--- src/verilog/ssh_pkg.sv ---
// Constants, register map and enumerations of the split-strobe host port
// Operation
// - Byte writes only to selects 01b,10b,11b
// - Select valid before chip select falls
// - Byte write: strobes low, data, raise both
// - Word writes only to select 00b
// - Hold select 00b throughout word write
// - Word bytes go most significant first
// - Strobe each byte; chip select stays low
// - Raise chip select after fourth byte
// - Byte reads only from select 01b
// - Hold select stable for whole read
// - Release data bus before read strobes
// - Raise both strobes after sampling byte
// - Status write: lane field 11b, reserved 0
package ssh_pkg;

    // Device-side register selects
    localparam logic [1:0] SEL_MESSAGE_WORD = 2'h0;
    localparam logic [1:0] SEL_HOST_STATUS  = 2'h1;
    localparam logic [1:0] SEL_AUDIO_IN_ONE = 2'h2;
    localparam logic [1:0] SEL_AUDIO_IN_TWO = 2'h3;

    // Device status register layout
    localparam int         STAT_IN_BUSY_BIT  = 2;
    localparam int         STAT_PENDING_BIT  = 1;
    localparam logic [7:0] STATUS_WRITE_BYTE = 8'h18;

    // Own AHB register byte offsets
    localparam logic [7:0] OFS_COMMAND  = 8'h00;
    localparam logic [7:0] OFS_WDATA    = 8'h04;
    localparam logic [7:0] OFS_RDATA    = 8'h08;
    localparam logic [7:0] OFS_STATE    = 8'h0C;
    localparam logic [7:0] OFS_IRQ_STAT = 8'h10;
    localparam logic [7:0] OFS_IRQ_CLR  = 8'h14;
    localparam logic [7:0] OFS_IRQ_EN   = 8'h18;

    // Command register fields
    localparam int CMD_OP_LSB  = 0;
    localparam int CMD_SEL_LSB = 2;

    // State register bits
    localparam int ST_BUSY_BIT    = 0;
    localparam int ST_PENDING_BIT = 1;
    localparam int ST_INBUSY_BIT  = 2;

    // Interrupt status bits
    localparam int IRQ_DONE_BIT    = 0;
    localparam int IRQ_MSG_BIT     = 1;
    localparam int IRQ_FREE_BIT    = 2;
    localparam int IRQ_REFUSED_BIT = 3;
    localparam int IRQ_W           = 4;

    // Reset values
    localparam logic [31:0]      WDATA_RESET  = 32'h0000_0000;
    localparam logic [IRQ_W-1:0] IRQ_EN_RESET = 4'h0;

    // Strobe phase timing
    localparam int CLK_MHZ   = 100;
    localparam int PHASE_NS  = 40;
    localparam int PHASE_CYC = (PHASE_NS * CLK_MHZ + 999) / 1000;
    localparam logic [3:0] PHASE_LOAD = 4'(PHASE_CYC - 1);

    // Operations
    typedef enum logic [1:0] {
        OP_BYTE_WRITE,
        OP_WORD_WRITE,
        OP_BYTE_READ,
        OP_NONE
    } ssh_op_e;

    // Pin sequencer states
    typedef enum logic [2:0] {
        S_IDLE,
        S_SETUP,
        S_ACTIVE,
        S_STROBE,
        S_CLOSE,
        S_FINISH
    } ssh_state_e;

endpackage

--- src/verilog/ssh_host_port.sv ---
// Host controller for the split-strobe byte-wide port, AHB-Lite slave
`timescale 1ns/10ps
module ssh_host_port (
    input  wire logic        mclk,
    input  wire logic        rst_n,
    // AHB-Lite slave
    input  wire logic        hsel,
    input  wire logic [31:0] haddr,
    input  wire logic [1:0]  htrans,
    input  wire logic        hwrite,
    input  wire logic [2:0]  hsize,
    input  wire logic [31:0] hwdata,
    input  wire logic        hready,
    output logic      [31:0] hrdata,
    output logic             hreadyout,
    output logic             hresp,
    output logic             irq,
    // Device pins
    output logic             cs_n,
    output logic             wr_n,
    output logic             rd_n,
    output logic             reg_select_hi,
    output logic             reg_select_lo,
    output logic      [7:0]  host_bus_byte_o,
    output logic             host_bus_byte_oe,
    input  wire logic [7:0]  host_bus_byte_i,
    input  wire logic        msg_irq_n,
    input  wire logic        in_word_busy
);
    import ssh_pkg::*;
    // One command write becomes a whole pin sequence. Each
    // strobe phase lasts PHASE_CYC clocks; the device has no
    // handshake, so timing is open loop and must cover the
    // slowest device access. One command runs at a time: a
    // command during a sequence is refused, never queued.
    // Pins are driven from flops only; the data pins are
    // released whenever no write is in flight.

    logic             rst_meta;      // Reset synchroniser first stage
    logic             rst_sync_n;    // Released reset copy
    logic             wr_pend;       // Write data phase pending
    logic [7:0]       wr_addr;       // Latched write offset
    logic [1:0]       cmd_op;        // Requested operation
    logic [1:0]       cmd_sel;       // Requested byte-write select
    logic             go;            // One-cycle start request
    logic [31:0]      wdata;         // Outgoing data word
    logic [7:0]       rdata;         // Last byte read from device
    logic [IRQ_W-1:0] irq_stat;      // Sticky event bits
    logic [IRQ_W-1:0] irq_en;        // Event enables
    logic [IRQ_W-1:0] irq_clr;       // Clear pulse from bus
    logic [IRQ_W-1:0] irq_set;       // Event pulses
    ssh_state_e       state;         // Pin sequencer state
    ssh_op_e          op_q;          // Operation in flight
    logic [3:0]       cnt;           // Phase counter
    logic [1:0]       lane;          // Byte lane index of a word
    logic [31:0]      shift;         // Word shifter, top lane leaves first
    logic             done;          // Operation finished pulse
    logic             refused;       // Illegal or busy command
    logic             pend_q;        // Previous pending level
    logic             inbusy_q;      // Previous device busy level
    logic             busy;          // Sequencer not idle
    logic             addr_ok;       // Valid address phase

    // Reset released through two flops; asserts at once
    // Release is clocked so no flop sees a runt recovery
    always_ff @(posedge mclk or negedge rst_n) begin
        if (!rst_n) begin
            rst_meta   <= 1'b0;
            rst_sync_n <= 1'b0;
        end else begin
            rst_meta   <= 1'b1;
            rst_sync_n <= rst_meta;
        end
    end

    // Always ready and OKAY: every register answers in its
    // data phase, so no wait state is ever inserted
    // Interrupt is a level of enabled sticky bits
    assign busy      = (state != S_IDLE);
    assign addr_ok   = hsel && htrans[1] && hready;
    assign hreadyout = 1'b1;
    assign hresp     = 1'b0;
    assign irq       = |(irq_stat & irq_en);

    // Address phase capture for writes
    // Write data arrives a cycle later, so keep the offset
    always_ff @(posedge mclk or negedge rst_sync_n) begin
        if (!rst_sync_n) begin
            wr_pend <= 1'b0;
            wr_addr <= 8'h00;
        end else begin
            wr_pend <= addr_ok && hwrite;
            if (addr_ok) begin
                wr_addr <= haddr[7:0];
            end
        end
    end

    // Read data registered at the address phase: zero wait states
    // Pending and in-busy state bits are live pin levels, not latched copies; busy is the sequencer state
    always_ff @(posedge mclk or negedge rst_sync_n) begin
        if (!rst_sync_n) begin
            hrdata <= 32'h0000_0000;
        end else if (addr_ok && !hwrite) begin
            unique case ({haddr[7:2], 2'b00})
                OFS_WDATA:    hrdata <= wdata;
                OFS_RDATA:    hrdata <= {24'h00_0000, rdata};
                OFS_STATE:    hrdata <= {29'h0000_0000, in_word_busy,
                                         !msg_irq_n, busy};
                OFS_IRQ_STAT: hrdata <= {28'h000_0000, irq_stat};
                OFS_IRQ_EN:   hrdata <= {28'h000_0000, irq_en};
                default:      hrdata <= 32'h0000_0000;
            endcase
        end
    end

    // Register writes in the data phase
    // Go lasts one cycle: the sequencer takes the command
    // at once or flags it refused
    always_ff @(posedge mclk or negedge rst_sync_n) begin
        if (!rst_sync_n) begin
            wdata   <= WDATA_RESET;
            irq_en  <= IRQ_EN_RESET;
            irq_clr <= '0;
            cmd_op  <= 2'h0;
            cmd_sel <= 2'h0;
            go      <= 1'b0;
        end else begin
            go      <= 1'b0;
            irq_clr <= '0;
            if (wr_pend) begin
                unique case (wr_addr)
                    OFS_COMMAND: begin
                        cmd_op  <= hwdata[CMD_OP_LSB +: 2];
                        cmd_sel <= hwdata[CMD_SEL_LSB +: 2];
                        go      <= 1'b1;
                    end
                    OFS_WDATA:   wdata   <= hwdata;
                    OFS_IRQ_CLR: irq_clr <= hwdata[IRQ_W-1:0];
                    OFS_IRQ_EN:  irq_en  <= hwdata[IRQ_W-1:0];
                    default: begin
                        // Unmapped or read-only: write ignored
                    end
                endcase
            end
        end
    end

    // Refuse commands while busy or with a select the port forbids
    // A refusal costs less than a queue and keeps pins simple
    always_comb begin
        refused = 1'b0;
        if (go) begin
            if (busy) begin
                refused = 1'b1;
            end else if (cmd_op == OP_BYTE_WRITE &&
                         cmd_sel == SEL_MESSAGE_WORD) begin
                refused = 1'b1;
            end else if (cmd_op == OP_NONE) begin
                // No pin sequence exists for this code
                refused = 1'b1;
            end
        end
    end

    // Pin sequencer: select, strobes, lane order, bus drive
    // Every pin is a flop, so no strobe can glitch. Select
    // pins move only in IDLE, a phase before chip select
    // falls, and hold until the next command.
    always_ff @(posedge mclk or negedge rst_sync_n) begin
        if (!rst_sync_n) begin
            // Pins park idle: strobes high, bus released
            state            <= S_IDLE;
            op_q             <= OP_NONE;
            cnt              <= 4'h0;
            lane             <= 2'h0;
            shift            <= 32'h0000_0000;
            cs_n             <= 1'b1;
            wr_n             <= 1'b1;
            rd_n             <= 1'b1;
            reg_select_hi    <= 1'b0;
            reg_select_lo    <= 1'b0;
            host_bus_byte_o  <= 8'h00;
            host_bus_byte_oe <= 1'b0;
            rdata            <= 8'h00;
            done             <= 1'b0;
        end else begin
            done <= 1'b0;
            unique case (state)
                S_IDLE: begin
                    if (go && !refused) begin
                        op_q  <= ssh_op_e'(cmd_op);
                        cnt   <= PHASE_LOAD;
                        lane  <= 2'h0;
                        state <= S_SETUP;
                        // Select fixed before chip select falls
                        unique case (ssh_op_e'(cmd_op))
                            OP_WORD_WRITE: begin
                                {reg_select_hi, reg_select_lo}
                                    <= SEL_MESSAGE_WORD;
                                shift <= wdata;
                            end
                            OP_BYTE_READ: begin
                                {reg_select_hi, reg_select_lo}
                                    <= SEL_HOST_STATUS;
                            end
                            default: begin
                                {reg_select_hi, reg_select_lo}
                                    <= cmd_sel;
                                // Status writes carry fixed lane field
                                if (cmd_sel == SEL_HOST_STATUS) begin
                                    shift <= {STATUS_WRITE_BYTE,
                                              24'h00_0000};
                                end else begin
                                    shift <= {wdata[7:0], 24'h00_0000};
                                end
                            end
                        endcase
                        // Bus released ahead of a read
                        host_bus_byte_oe <= 1'b0;
                    end
                end
                S_SETUP: begin
                    // Select settles a phase before strobes
                    if (cnt == 4'h0) begin
                        cs_n  <= 1'b0;
                        cnt   <= PHASE_LOAD;
                        state <= S_ACTIVE;
                        if (op_q == OP_BYTE_READ) begin
                            rd_n <= 1'b0;
                        end else begin
                            wr_n             <= 1'b0;
                            host_bus_byte_o  <= shift[31:24];
                            host_bus_byte_oe <= 1'b1;
                        end
                    end else begin
                        cnt <= cnt - 4'h1;
                    end
                end
                S_ACTIVE: begin
                    // Strobe stays low for one full phase
                    if (cnt == 4'h0) begin
                        cnt <= PHASE_LOAD;
                        unique case (op_q)
                            OP_BYTE_READ: begin
                                // Sample, then raise both strobes
                                rdata <= host_bus_byte_i;
                                rd_n  <= 1'b1;
                                cs_n  <= 1'b1;
                                state <= S_FINISH;
                            end
                            OP_WORD_WRITE: begin
                                // Rising write strobe latches the byte
                                wr_n  <= 1'b1;
                                state <= (lane == 2'h3) ? S_CLOSE
                                                        : S_STROBE;
                            end
                            default: begin
                                wr_n  <= 1'b1;
                                cs_n  <= 1'b1;
                                state <= S_FINISH;
                            end
                        endcase
                    end else begin
                        cnt <= cnt - 4'h1;
                    end
                end
                S_STROBE: begin
                    // Chip select stays low between bytes
                    if (cnt == 4'h0) begin
                        wr_n            <= 1'b0;
                        lane            <= lane + 2'h1;
                        shift           <= {shift[23:0], 8'h00};
                        host_bus_byte_o <= shift[23:16];
                        cnt             <= PHASE_LOAD;
                        state           <= S_ACTIVE;
                    end else begin
                        cnt <= cnt - 4'h1;
                    end
                end
                S_CLOSE: begin
                    // Fourth byte in: end the word transaction
                    if (cnt == 4'h0) begin
                        cs_n             <= 1'b1;
                        host_bus_byte_oe <= 1'b0;
                        cnt              <= PHASE_LOAD;
                        state            <= S_FINISH;
                    end else begin
                        cnt <= cnt - 4'h1;
                    end
                end
                S_FINISH: begin
                    // Recovery time with chip select high
                    // Byte-write data lingers a clock past the strobes
                    host_bus_byte_oe <= 1'b0;
                    if (cnt == 4'h0) begin
                        done  <= 1'b1;
                        state <= S_IDLE;
                    end else begin
                        cnt <= cnt - 4'h1;
                    end
                end
                default: begin
                    // Illegal code: back to idle
                    state <= S_IDLE;
                end
            endcase
        end
    end

    // Edge memory of device pins, inputs are synchronous
    // Reset levels match idle pins, so no false event
    always_ff @(posedge mclk or negedge rst_sync_n) begin
        if (!rst_sync_n) begin
            pend_q   <= 1'b0;
            inbusy_q <= 1'b0;
        end else begin
            pend_q   <= !msg_irq_n;
            inbusy_q <= in_word_busy;
        end
    end

    // Events; a low irq pin also covers unsolicited messages
    // Busy falling means the core took the word
    always_comb begin
        irq_set                  = '0;
        irq_set[IRQ_DONE_BIT]    = done;
        irq_set[IRQ_MSG_BIT]     = !msg_irq_n && !pend_q;
        irq_set[IRQ_FREE_BIT]    = !in_word_busy && inbusy_q;
        irq_set[IRQ_REFUSED_BIT] = refused;
    end

    // Sticky status; a set in the clear cycle wins
    // Clear is a registered pulse, one cycle after the write
    always_ff @(posedge mclk or negedge rst_sync_n) begin
        if (!rst_sync_n) begin
            irq_stat <= '0;
        end else begin
            irq_stat <= (irq_stat & ~irq_clr) | irq_set;
        end
    end

endmodule

--- config.mk ---
export PLATFORM = sky130hd
export DESIGN_NAME = ssh_host_port
export DESIGN_NICKNAME = d
export VERILOG_FILES = /design/src/verilog/ssh_pkg.sv /design/src/verilog/ssh_host_port.sv
export SDC_FILE = /design/constraint.sdc
export NUM_CORES = 1
export LEC_CHECK = 0
export BUFFER_PORTS_ARGS = -buffer_cell sky130_fd_sc_hd__buf_2
export CAP_MARGIN = 20
export CELL_PAD_IN_SITES_DETAIL_PLACEMENT = 1
export CELL_PAD_IN_SITES_GLOBAL_PLACEMENT = 1
export CORE_UTILIZATION = 40
export CTS_CLUSTER_DIAMETER = 150
export DETAILED_ROUTE_END_ITERATION = 6
export PLACE_DENSITY = 0.84
export SLEW_MARGIN = 40
export SYNTH_ARGS = -nofsm -noshare
export SYNTH_HDL_FRONTEND = slang
export SYNTH_SLANG_ARGS = --single-unit
--- constraint.sdc ---
create_clock -name mclk -period 6.6 [get_ports mclk]
set_clock_uncertainty 0.15 [all_clocks]
set_input_delay 1.32 -clock mclk [delete_from_list [all_inputs] [get_ports mclk]]
set_output_delay 1.32 -clock mclk [all_outputs]
set_load 0.01 [all_outputs]
---- Word level (Yosys, flattened, before mapping) ----
Index checks and enable logic that the tools add are counted.
operators by class
  eq/ne operators ......................... 34
  reduce and logical (&&, ||, !) cells .... 44
  bitwise logic cells ..................... 4
  $add $sub $neg .......................... 2
  multiplexer cells ....................... 54
operators by type and width
  operator                                                         number
  32-bit case mux with 5 select lines                              1
  32-bit case mux with 2 select lines                              2
  32-bit 2-to-1 mux                                                3
  2-bit inequality test, second input constant                     13
  8-bit 2-to-1 mux                                                 3
  1-bit 2-to-1 mux                                                 22
  3-bit 2-to-1 mux                                                 7
  4-bit 2-to-1 mux                                                 5
  5-bit AND reduction                                              4
  8-bit by 5-bit == test with 1-bit output, second input constant  2
  8-bit case mux with 2 select lines                               1
  3-bit case mux with 5 select lines                               1
  6-bit by 2-bit == test with 1-bit output, second input constant  2
  6-bit by 3-bit == test with 1-bit output, second input constant  2
  4-bit case mux with 3 select lines                               1
  3-bit nonzero test                                               4
  3-bit AND reduction                                              3
  4-bit AND                                                        2
  2-bit == test, second input constant                             4
  8-bit by 3-bit == test with 1-bit output, second input constant  1
  1-bit logical AND                                                8
  8-bit logical NOT                                                1
  2-bit AND reduction                                              4
  4-bit AND reduction                                              2
  other kinds (24)                                                 40
word-level totals
  logic and storage cells ................. 166
  register bits ........................... 160

---- Longest topological paths before layout ----
Gate-level depths: netlist of the first run.
  depth after elaboration ................. 9
  mapped depth ............................ 7

---- Worst setup path before layout of the first run ----
OpenSTA, ideal clock, no wires.
  kind .................................... in2reg
  from .................................... input haddr[4]
  to ...................................... register hrdata[4]
  path buffers ............................ 2
  cell stages on the path ................. 6
  setup slack ............................. 3919 ps
  data arrival time ....................... 2465 ps
  path through ............................ buf_2 > or3b_1 > nor3_4 > buf_6 > a22oi_1 > nand2_1
on the way
  cells in the longest elaborated chain, start to end .. 2
ends and longest elaborated chain
  what                                                                    RTL line              text
  start, declared                                                         ssh_host_port.sv:8    input wire logic [31:0] haddr,
  6-bit by 3-bit == test with 1-bit output, or another cell as far along  ssh_host_port.sv:105  unique case ({haddr[7:2], 2'b00})
  32-bit case mux with 5 select lines (*)                                 ssh_host_port.sv:105
  end signal, assigned                                                    ssh_host_port.sv:106  OFS_WDATA: hrdata <= wdata;
  end signal, assigned                                                    ssh_host_port.sv:107  OFS_RDATA: hrdata <= {24'h00_0000, rdata};
  end signal, assigned                                                    ssh_host_port.sv:108  OFS_STATE: hrdata <= {29'h0000_0000, in_word_busy,
  end, declared                                                           ssh_host_port.sv:14   output logic [31:0] hrdata,
Every way passes the cells marked *; elsewhere a longest branch is shown, timed or not.
A chain may end at the register's enable or synchronous reset.

---- Worst setup path in the final report of the first run ----
  from .................................... input hwrite
  to ...................................... register hrdata[16]
on the way
  cells in the longest elaborated chain, start to end .. 2
ends and longest elaborated chain
  what               RTL line              text
  start, declared    ssh_host_port.sv:10   input wire logic hwrite,
  1-bit logical NOT  ssh_host_port.sv:104  end else if (addr_ok && !hwrite) begin
  1-bit logical AND  ssh_host_port.sv:104
Every way passes these cells.

==> results of run 1 <==
-- metal layers --
metal / GRT usage / vias up / share of wire
li1: - / 2317 / -
met1: 0.281 / 2619 / 0.44
met2: 0.357 / 122 / 0.50
met3: 0.0434 / 24 / 0.043
met4: 0.0918 / 0 / 0.021
met5: 0 / - / 0
-- registers in the layout, indices dropped and copies added, names as in the netlist, 2 cells and up --
signal / cells
cmd_sel: 2
state: 3
op_q: 2
cmd_op: 2
host_bus_byte_o: 8
hrdata: 32
irq_en: 4
irq_clr: 4
rdata: 8
cnt: 4
wdata: 32
lane: 2
shift: 32
irq_stat: 4
wr_addr: 8
-- power breakdown --
part | internal [mW] | switching [mW] | leakage [nW]
Clock | 0.557 | 0.393 | 0.271
Combinational | 0.186 | 0.223 | 1.73
Sequential | 1.10 | 0.124 | 1.95
Total | 1.84 | 0.740 | 3.95
-- cells by family (layout without fill, tap and decap cells) --
logic type	count (synthesis)	after routing
AND/OR/NAND/NOR	181	181
flip-flops	160	160
AO/OA/AOI/OAI	101	101
multiplexers	100	100
buffers and inverters	49	157
adder cells (fa/ha/maj)	7	7
other	2	3
XOR/XNOR	1	1
-- how the worst min path moves through the flow --
stage	start	cells past startpoint	end
2_1_floorplan	rst_meta	0	rst_sync_n
3_3_place_gp	rst_meta	0	rst_sync_n
3_5_place_dp	rst_sync_n	0	wdata[13]
4_1_cts	rst_sync_n	0	wdata[8]
5_1_grt	rst_sync_n	0	wdata[8]
6_report	rst_sync_n	0	wdata[8]
-- through the flow --
stage	setup slack, ps	utilization
after floorplan	1670	-
after global placement	3250	0.448
after detailed placement	3410	0.450
after CTS	3850	0.483
after global routing	3710	0.483
final	3820	0.483
-- placed cells by master, fill, tap and decap left out, types with 3 or more instances in the layout --
master	Yosys	routed
a21oi_1	20	20
dfstp_2	5	5
buf_4	2	6
a31oi_1	4	4
o22ai_1	3	3
nand2_1	70	70
or3b_2	6	6
o21ai_0	18	18
clkinv_2	0	3
mux2_1	70	70
and2_1	5	5
nor3_1	14	14
nand2b_1	5	5
clkinvlp_4	0	4
buf_2	15	103
inv_1	13	13
mux2i_1	12	12
nand3_1	24	24
ha_1	7	7
clkbuf_16	0	17
nor2b_1	5	5
a22oi_1	7	7
dfrtp_1	155	154
and3_1	12	12
nand3b_1	5	5
o21ai_1	6	6
mux2_2	18	18
conb_1	2	3
a22o_1	27	27
clkbuf_8	0	4
a21o_1	3	3
nor2_1	18	18
-- worst max-delay path: stages --
cell and delay (ps):
buf_2 120, nand4b_1 260, buf_4 310, nor3_4 540
buf_6 260, a22o_1 160
-- layout make-up --
| cell class | count | area, µm² | area share |
|---|---|---|---|
| clock buffer | 23 | 488 | 0.0582 |
| tap | 225 | 282 | 0.0336 |
| inverter | 13 | 48.8 | 0.00582 |
| sequential | 160 | 4010 | 0.479 |
| timing repair buffer | 112 | 603 | 0.0719 |
| multi-input combinational | 393 | 2870 | 0.342 |
| clock inverter | 9 | 83.8 | 0.00999 |
==> metrics.txt, run 1 <==
crit path launch=hwrite; Critical Path Start Type=primary input; Final Wtd Congestion=0.775; Yosys reg bits=160; PwrDens=308 nW/µm²; max_slew headroom=0.477; initial core utilization=0.410; count of cell types in the netlist=56; number of iterations in the first detailed-routing pass=5; CTS Buffer Depth=2; crit share post-route=0.422; final hold violations=0; Vias=5082; worst reg2reg path startpoint=state[1]; Tot Pwr=2.58 mW; # IOs=133; Final setup viols=0; mux contribution to synthesized area=0.156; drt wl/cell=19.6 µm; Yosys top cell area share=0.545; Netlist Area Pre-Place=7120 µm²; first-pass GRT wire length=30.5 mm; CTS root buffer=clkbuf_16; EDFF count, synth=0; Final nets=788; cell leakage power=3.95 nW; Cell Count, Final, Fillers Out=935; hold buffer count at CTS=0; Layout fillers=1822; Die Area=18300 µm²; Initial DRC Count=193; main combinational cell family by area after synthesis=multiplexers; Total GRT Usage=0.218; Hold WS=152 ps; Clk Latency, worst-skew pair=430 ps; Die Width=135 µm; CTS tree=done; total routed wirelength=18.4 mm; Required @ worst endpoint=6810 ps; average cell area after synthesis=11.9 µm²; setup tns final=0 ps; Worst EP arrival=3000 ps; Simple-Gate Fraction of Synth Area=0.135; number of global-route vias before repair=5537; R2R Path End=shift[30]; Synth area leaders=dfrtp_1 (54%), mux2_1 (11%), nand2_1 (3.7%); Placed Instances=903; Die Ht=135 µm; initial antenna violation count=0; ys async rst share=1.00; gr ovfl total=0; DR vias/cell=5.44; r2r setup slk=3930 ps; RSZ-0062 raised after global routing=false; post-synthesis cell count=601; Compound-Gate Fraction of Synth Area=0.0970; Min-Delay Path Class=reg2async; # port buffers=102; Num CTS Buffers=17; CP Class=in2reg; Post-DP Area=7820 µm²; Design Area, Final=8390 µm²; Worst setup EP type=register; status=finished clean; largest net degree at the start of global routing=83; Final Max Tran Viols=0; Synth Flop Type=dfrtp_1; setup bufs post-CTS=0; # rows=48; H-tree lvl count=4; Min Clock Period, post-route=2780 ps; R2R depth=5; Seq/Total Area, Yosys=0.563; Inserted Diodes=0; Clock Pin Slew Worst Setup and Hold Paths=60 ps; share of layout cells above drive strength 1=0.252; synth warn=0; HPWL Detailed=12.8 mm; DRC=0; Worst-Margin Slew=778 ps; Commonest cells post-synth=dfrtp_1 (155), mux2_1 (70), nand2_1 (70), a22o_1 (27), nand3_1 (24); P&R area growth vs syn=17.8%; Post-Synth Adder-Cell Area=0.0123; core area=17400 µm²; cell with the most instances after synthesis=dfrtp_1; Peak Freq=359 MHz; CTS Sinks=160; Maximum Capacitance Violations=0; maximum fanout along the worst path=32; cell accounting for the most synthesized area=dfrtp_1; Antenna Nets Post-Route=0; CP endpoint=hrdata[16]; Synth Area in XOR/XNOR=0.00123; Worst VDD drop=170 µV; cts repair resizes=0
Note: power is estimated with default switching activity, not from simulation.
==> run 2, diff against run 1 <==
Clock period 6.6 ns to 2.75 ns, I/O delays scaled along.
==> metrics.txt, run 2 (same netlist as run 1, synthesis figures left out) <==
status=finished clean; PwrDens=749 nW/µm²; final hold violations=0; Crit path largest cell delay=590 ps; Final nets=794; number of iterations in the first detailed-routing pass=4; CTS root buffer=clkbuf_16; cell leakage power=4.00 nW; worst reg2reg path startpoint=state[1]; Worst EP arrival=2400 ps; setup tns final=0 ps; total routed wirelength=18.0 mm; # rows=48; R2R depth=5; Worst VDD drop=505 µV; Clock Pin Slew Worst Setup and Hold Paths=60 ps; cts repair resizes=0; r2r setup slk=500 ps; largest net degree at the start of global routing=49; DRC=0; Maximum Capacitance Violations=0; drt wl/cell=19.1 µm; Min-Delay Path Class=in2reg; RSZ-0062 raised after global routing=false; CTS Sinks=160; H-tree lvl count=4; Peak Freq=445 MHz; Min Clock Period, post-route=2250 ps; initial antenna violation count=0; first-pass GRT wire length=29.8 mm; CP endpoint=shift[13]; Inserted Diodes=0; Die Area=18300 µm²; DR vias/cell=5.37; Place WS=554 ps; Antenna Nets Post-Route=0; Clk Latency, worst-skew pair=430 ps; CTS tree=done; Die Width=135 µm; Die Ht=135 µm; crit path launch=state[1]; maximum fanout along the worst path=32; CTS Buffer Depth=2; most common cell after layout, fill and taps aside=dfrtp_1; Total GRT Usage=0.211; Critical Path Start Type=register; # port buffers=102; Final setup viols=0; critical path's slowest cell=dfrtp_1; # IOs=133; Worst setup EP type=register; Worst-Margin Slew=731 ps; number of global-route vias before repair=5569; R2R Path End=shift[13]; CP Class=reg2reg; Initial DRC Count=288; commonest non-fill, non-tap cells in the layout=dfrtp_1 (154), buf_2 (103), nand2_1 (70), mux2_1 (70), a22o_1 (27); Num CTS Buffers=17; Largest regs=hrdata (32), shift (32), wdata (32); Final Max Tran Viols=0; HPWL Detailed=12.6 mm; share of layout cells above drive strength 1=0.256; core area=17400 µm²; Final Wtd Congestion=0.820; Vias=5057; gr ovfl total=0; Required @ worst endpoint=2900 ps; Setup WS post-layout=501 ps; P&R area growth vs syn=19.2%; worst path cell trace=nor3_4 -> nand3_1 -> o21ai_2 -> buf_12 -> mux2_1; initial core utilization=0.410; max_slew headroom=0.509; crit share post-route=0.818
## run 2: changes by cell type in the layout (fill, tap and decap cells not counted), moves of 2 or more
| cell | before | now |
|---|---|---|
| buf_12 | 1 | 3 |
| buf_6 | 2 | 0 |
| buf_4 | 6 | 11 |
| bufinv_16 | 1 | 3 |
## run 2: routing by layer
layer | global-route usage | up-vias | share of wire
li1 | - | 2328 | -
met1 | 0.283 | 2589 | 0.46
met2 | 0.339 | 115 | 0.48
met3 | 0.0378 | 25 | 0.043
met4 | 0.0811 | 0 | 0.020
met5 | 0 | - | 0
## run 2: per-stage QoR
| stage | instance area [µm²] | power, mW | std cells | util | hold slack [ps] |
|---|---|---|---|---|---|
| final | 8490 | 6.36 | 941 | 0.489 | 109 |
| after CTS | 8490 | 6.41 | 941 | 0.489 | 100 |
| after floorplan | 7130 | 3.56 | 602 | - | 104 |
| after global placement | 7870 | 3.86 | 907 | 0.453 | 185 |
| after global routing | 8490 | 6.64 | 941 | 0.489 | 118 |
| after detailed placement | 7870 | 3.96 | 908 | 0.454 | 186 |
## run 2: how the worst min path moves through the flow
stage	from	endpoint	cells after the start
2_1_floorplan	rst_n	rst_meta	0
3_3_place_gp	rst_n	rst_meta	1
3_5_place_dp	rst_n	rst_meta	1
4_1_cts	in_word_busy	inbusy_q	1
5_1_grt	in_word_busy	inbusy_q	1
6_report	in_word_busy	inbusy_q	1
## run 2: critical path, delay by kind of cell (launching register included)
| kind | cells | cell delay (ps) |
|---|---|---|
| AND/OR/NAND/NOR | 2 | 570 |
| AO/OA/AOI/OAI | 1 | 210 |
| flip-flops | 1 | 590 |
| multiplexers | 1 | 360 |
| buffers and inverters | 1 | 230 |
## run 2: what timing repair did
item	4_1_cts	5_1_grt
hold buffers	1	0
buffers inserted	0	0
hold endpoints to repair	2	0
## run 2: power by group
group	internal [mW]	leakage, nW	total, mW	switching, mW
clock	1.50	0.290	2.43	0.934
sequential	2.63	1.95	2.93	0.300
combinational	0.461	1.77	0.998	0.537
## run 2: area by class of cell
type / instances / area (µm²)
clock inverter: 9 / 131
timing repair buffer: 118 / 668
sequential: 160 / 4010
fill: 1858 / 8870
inverter: 13 / 48.8
multi-input combinational: 393 / 2870
tap: 225 / 282
clock buffer: 23 / 478
==> run 3, diff against run 2 <==
Settings changed: PLACE_DENSITY 0.84 to 0.87.
Clock period 2.75 ns to 2 ns, I/O delays scaled along.
==> metrics.txt, run 3 (same netlist as run 1, synthesis figures left out) <==
Placed Instances=940; DR vias/cell=5.68; Inserted Diodes=0; Required @ worst endpoint=2160 ps; Min Clock Period, post-route=2110 ps; Worst EP arrival=2270 ps; initial antenna violation count=0; # port buffers=102; Vias=5602; first-pass GRT wire length=35.3 mm; H-tree lvl count=4; Worst VDD drop=656 µV; Initial DRC Count=375; maximum fanout along the worst path=8; cell leakage power=4.37 nW; crit path launch=cmd_op[0]; Die Ht=135 µm; Critical Path Start Type=register; crit share post-route=1.06; P&R area growth vs syn=27.9%; Clk Latency, worst-skew pair=440 ps; initial core utilization=0.410; final hold violations=0; CTS Buffer Depth=2; core area=17400 µm²; Peak Freq=473 MHz; PwrDens=995 nW/µm²; status=complete, but fails checks; DRC=0; Die Width=135 µm; CTS root buffer=clkbuf_16; Largest regs=hrdata (32), shift (32), wdata (32); Total GRT Usage=0.257; RSZ-0062 raised after global routing=true; CTS Sinks=160; # rows=48; Setup WS post-layout=-115 ps; startpoint of the worst hold path=host_bus_byte_i[6]; Final setup viols=29; Design Area, Final=9110 µm²; largest net degree at the start of global routing=41; # IOs=133; Final nets=841; Final Wtd Congestion=0.783; worst reg2reg path startpoint=cmd_op[0]; Num CTS Buffers=17; CP Class=reg2reg; max_slew headroom=0.595; Post-DP Area=8210 µm²; Die Area=18300 µm²; total routed wirelength=23.1 mm; number of global-route vias before repair=6080; Worst-Margin Slew=608 ps; Worst setup EP type=register; share of layout cells above drive strength 1=0.352; number of iterations in the first detailed-routing pass=5; gr ovfl total=0; commonest non-fill, non-tap cells in the layout=dfrtp_1 (154), buf_2 (102), nand2_1 (69), buf_4 (44), mux2_1 (43); most common cell after layout, fill and taps aside=dfrtp_1; Min-Delay Path Class=in2reg; failing checks=setup timing; Final Max Tran Viols=0; HPWL Detailed=13.3 mm; Antenna Nets Post-Route=0; CTS tree=done; Cell Count, Final, Fillers Out=987; Maximum Capacitance Violations=0; Clock Pin Slew Worst Setup and Hold Paths=70 ps; drt wl/cell=23.4 µm
## run 3: worst max-delay path, cell delays in order, from the launching register on
cell,delay (ps)
dfrtp_1,420
inv_2,100
ha_4,120
or3b_4,400
nand3_4,110
o21ai_4,80
buf_6,140
buf_16,150
mux2_4,310
## run 3: layer usage
| layer | track usage | part of all wire | wire length (µm) |
|---|---|---|---|
| met1 | 0.342 | 0.44 | 10100 |
| met2 | 0.414 | 0.49 | 11300 |
| met3 | 0.0434 | 0.041 | 935 |
| met4 | 0.110 | 0.034 | 790 |
| met5 | 0 | 0 | 0 |
## run 3: timing repair
item	4_1_cts	5_1_grt
cloned	3	0
resized for setup	45	15
pin swaps	4	4
buffers inserted	7	7
hold buffers	3	0
endpoints found under the setup margin	36	37
endpoints found under the hold margin	4	0
## run 3: area by class of cell
class	instances	area, µm²
clock buffer	20	437
fill	1804	8250
inverter	13	48.8
timing repair buffer	165	1180
sequential	160	4010
clock inverter	11	95.1
multi-input combinational	393	3050
tap	225	282
## run 3: report_power, final
part	total [mW]	internal (mW)	switching (mW)
Sequential	4.00	3.62	0.381
Clock	3.09	1.69	1.40
Combinational	1.97	0.965	1.01
Total	9.06	6.28	2.78
## run 3: path summary, 6_finish.rpt
kind | to | slack (ps) | depth (start not counted)
min in group asynchronous | rst_sync_n | 130 | 2
max | shift[0] | -110 | 8
min | rdata[6] | 20 | 2
max reg2reg | shift[0] | -110 | 8
min reg2reg | hrdata[13] | 180 | 0
max in group asynchronous | op_q[1] | 870 | 1
## run 3: metrics by stage
stage	total power, mW	setup slack, ps	hold WS (ps)	setup TNS, ps	utilization
2_1_floorplan	4.89	36.4	-45.6	0	-
3_3_place_gp	5.56	11.4	35.3	0	0.473
3_5_place_dp	5.68	-64.6	37.5	-1330	0.473
4_1_cts	8.87	-90.9	18.2	-1810	0.522
5_1_grt	9.40	-161	16.6	-4400	0.525
6_report	9.06	-115	23.9	-2260	0.525
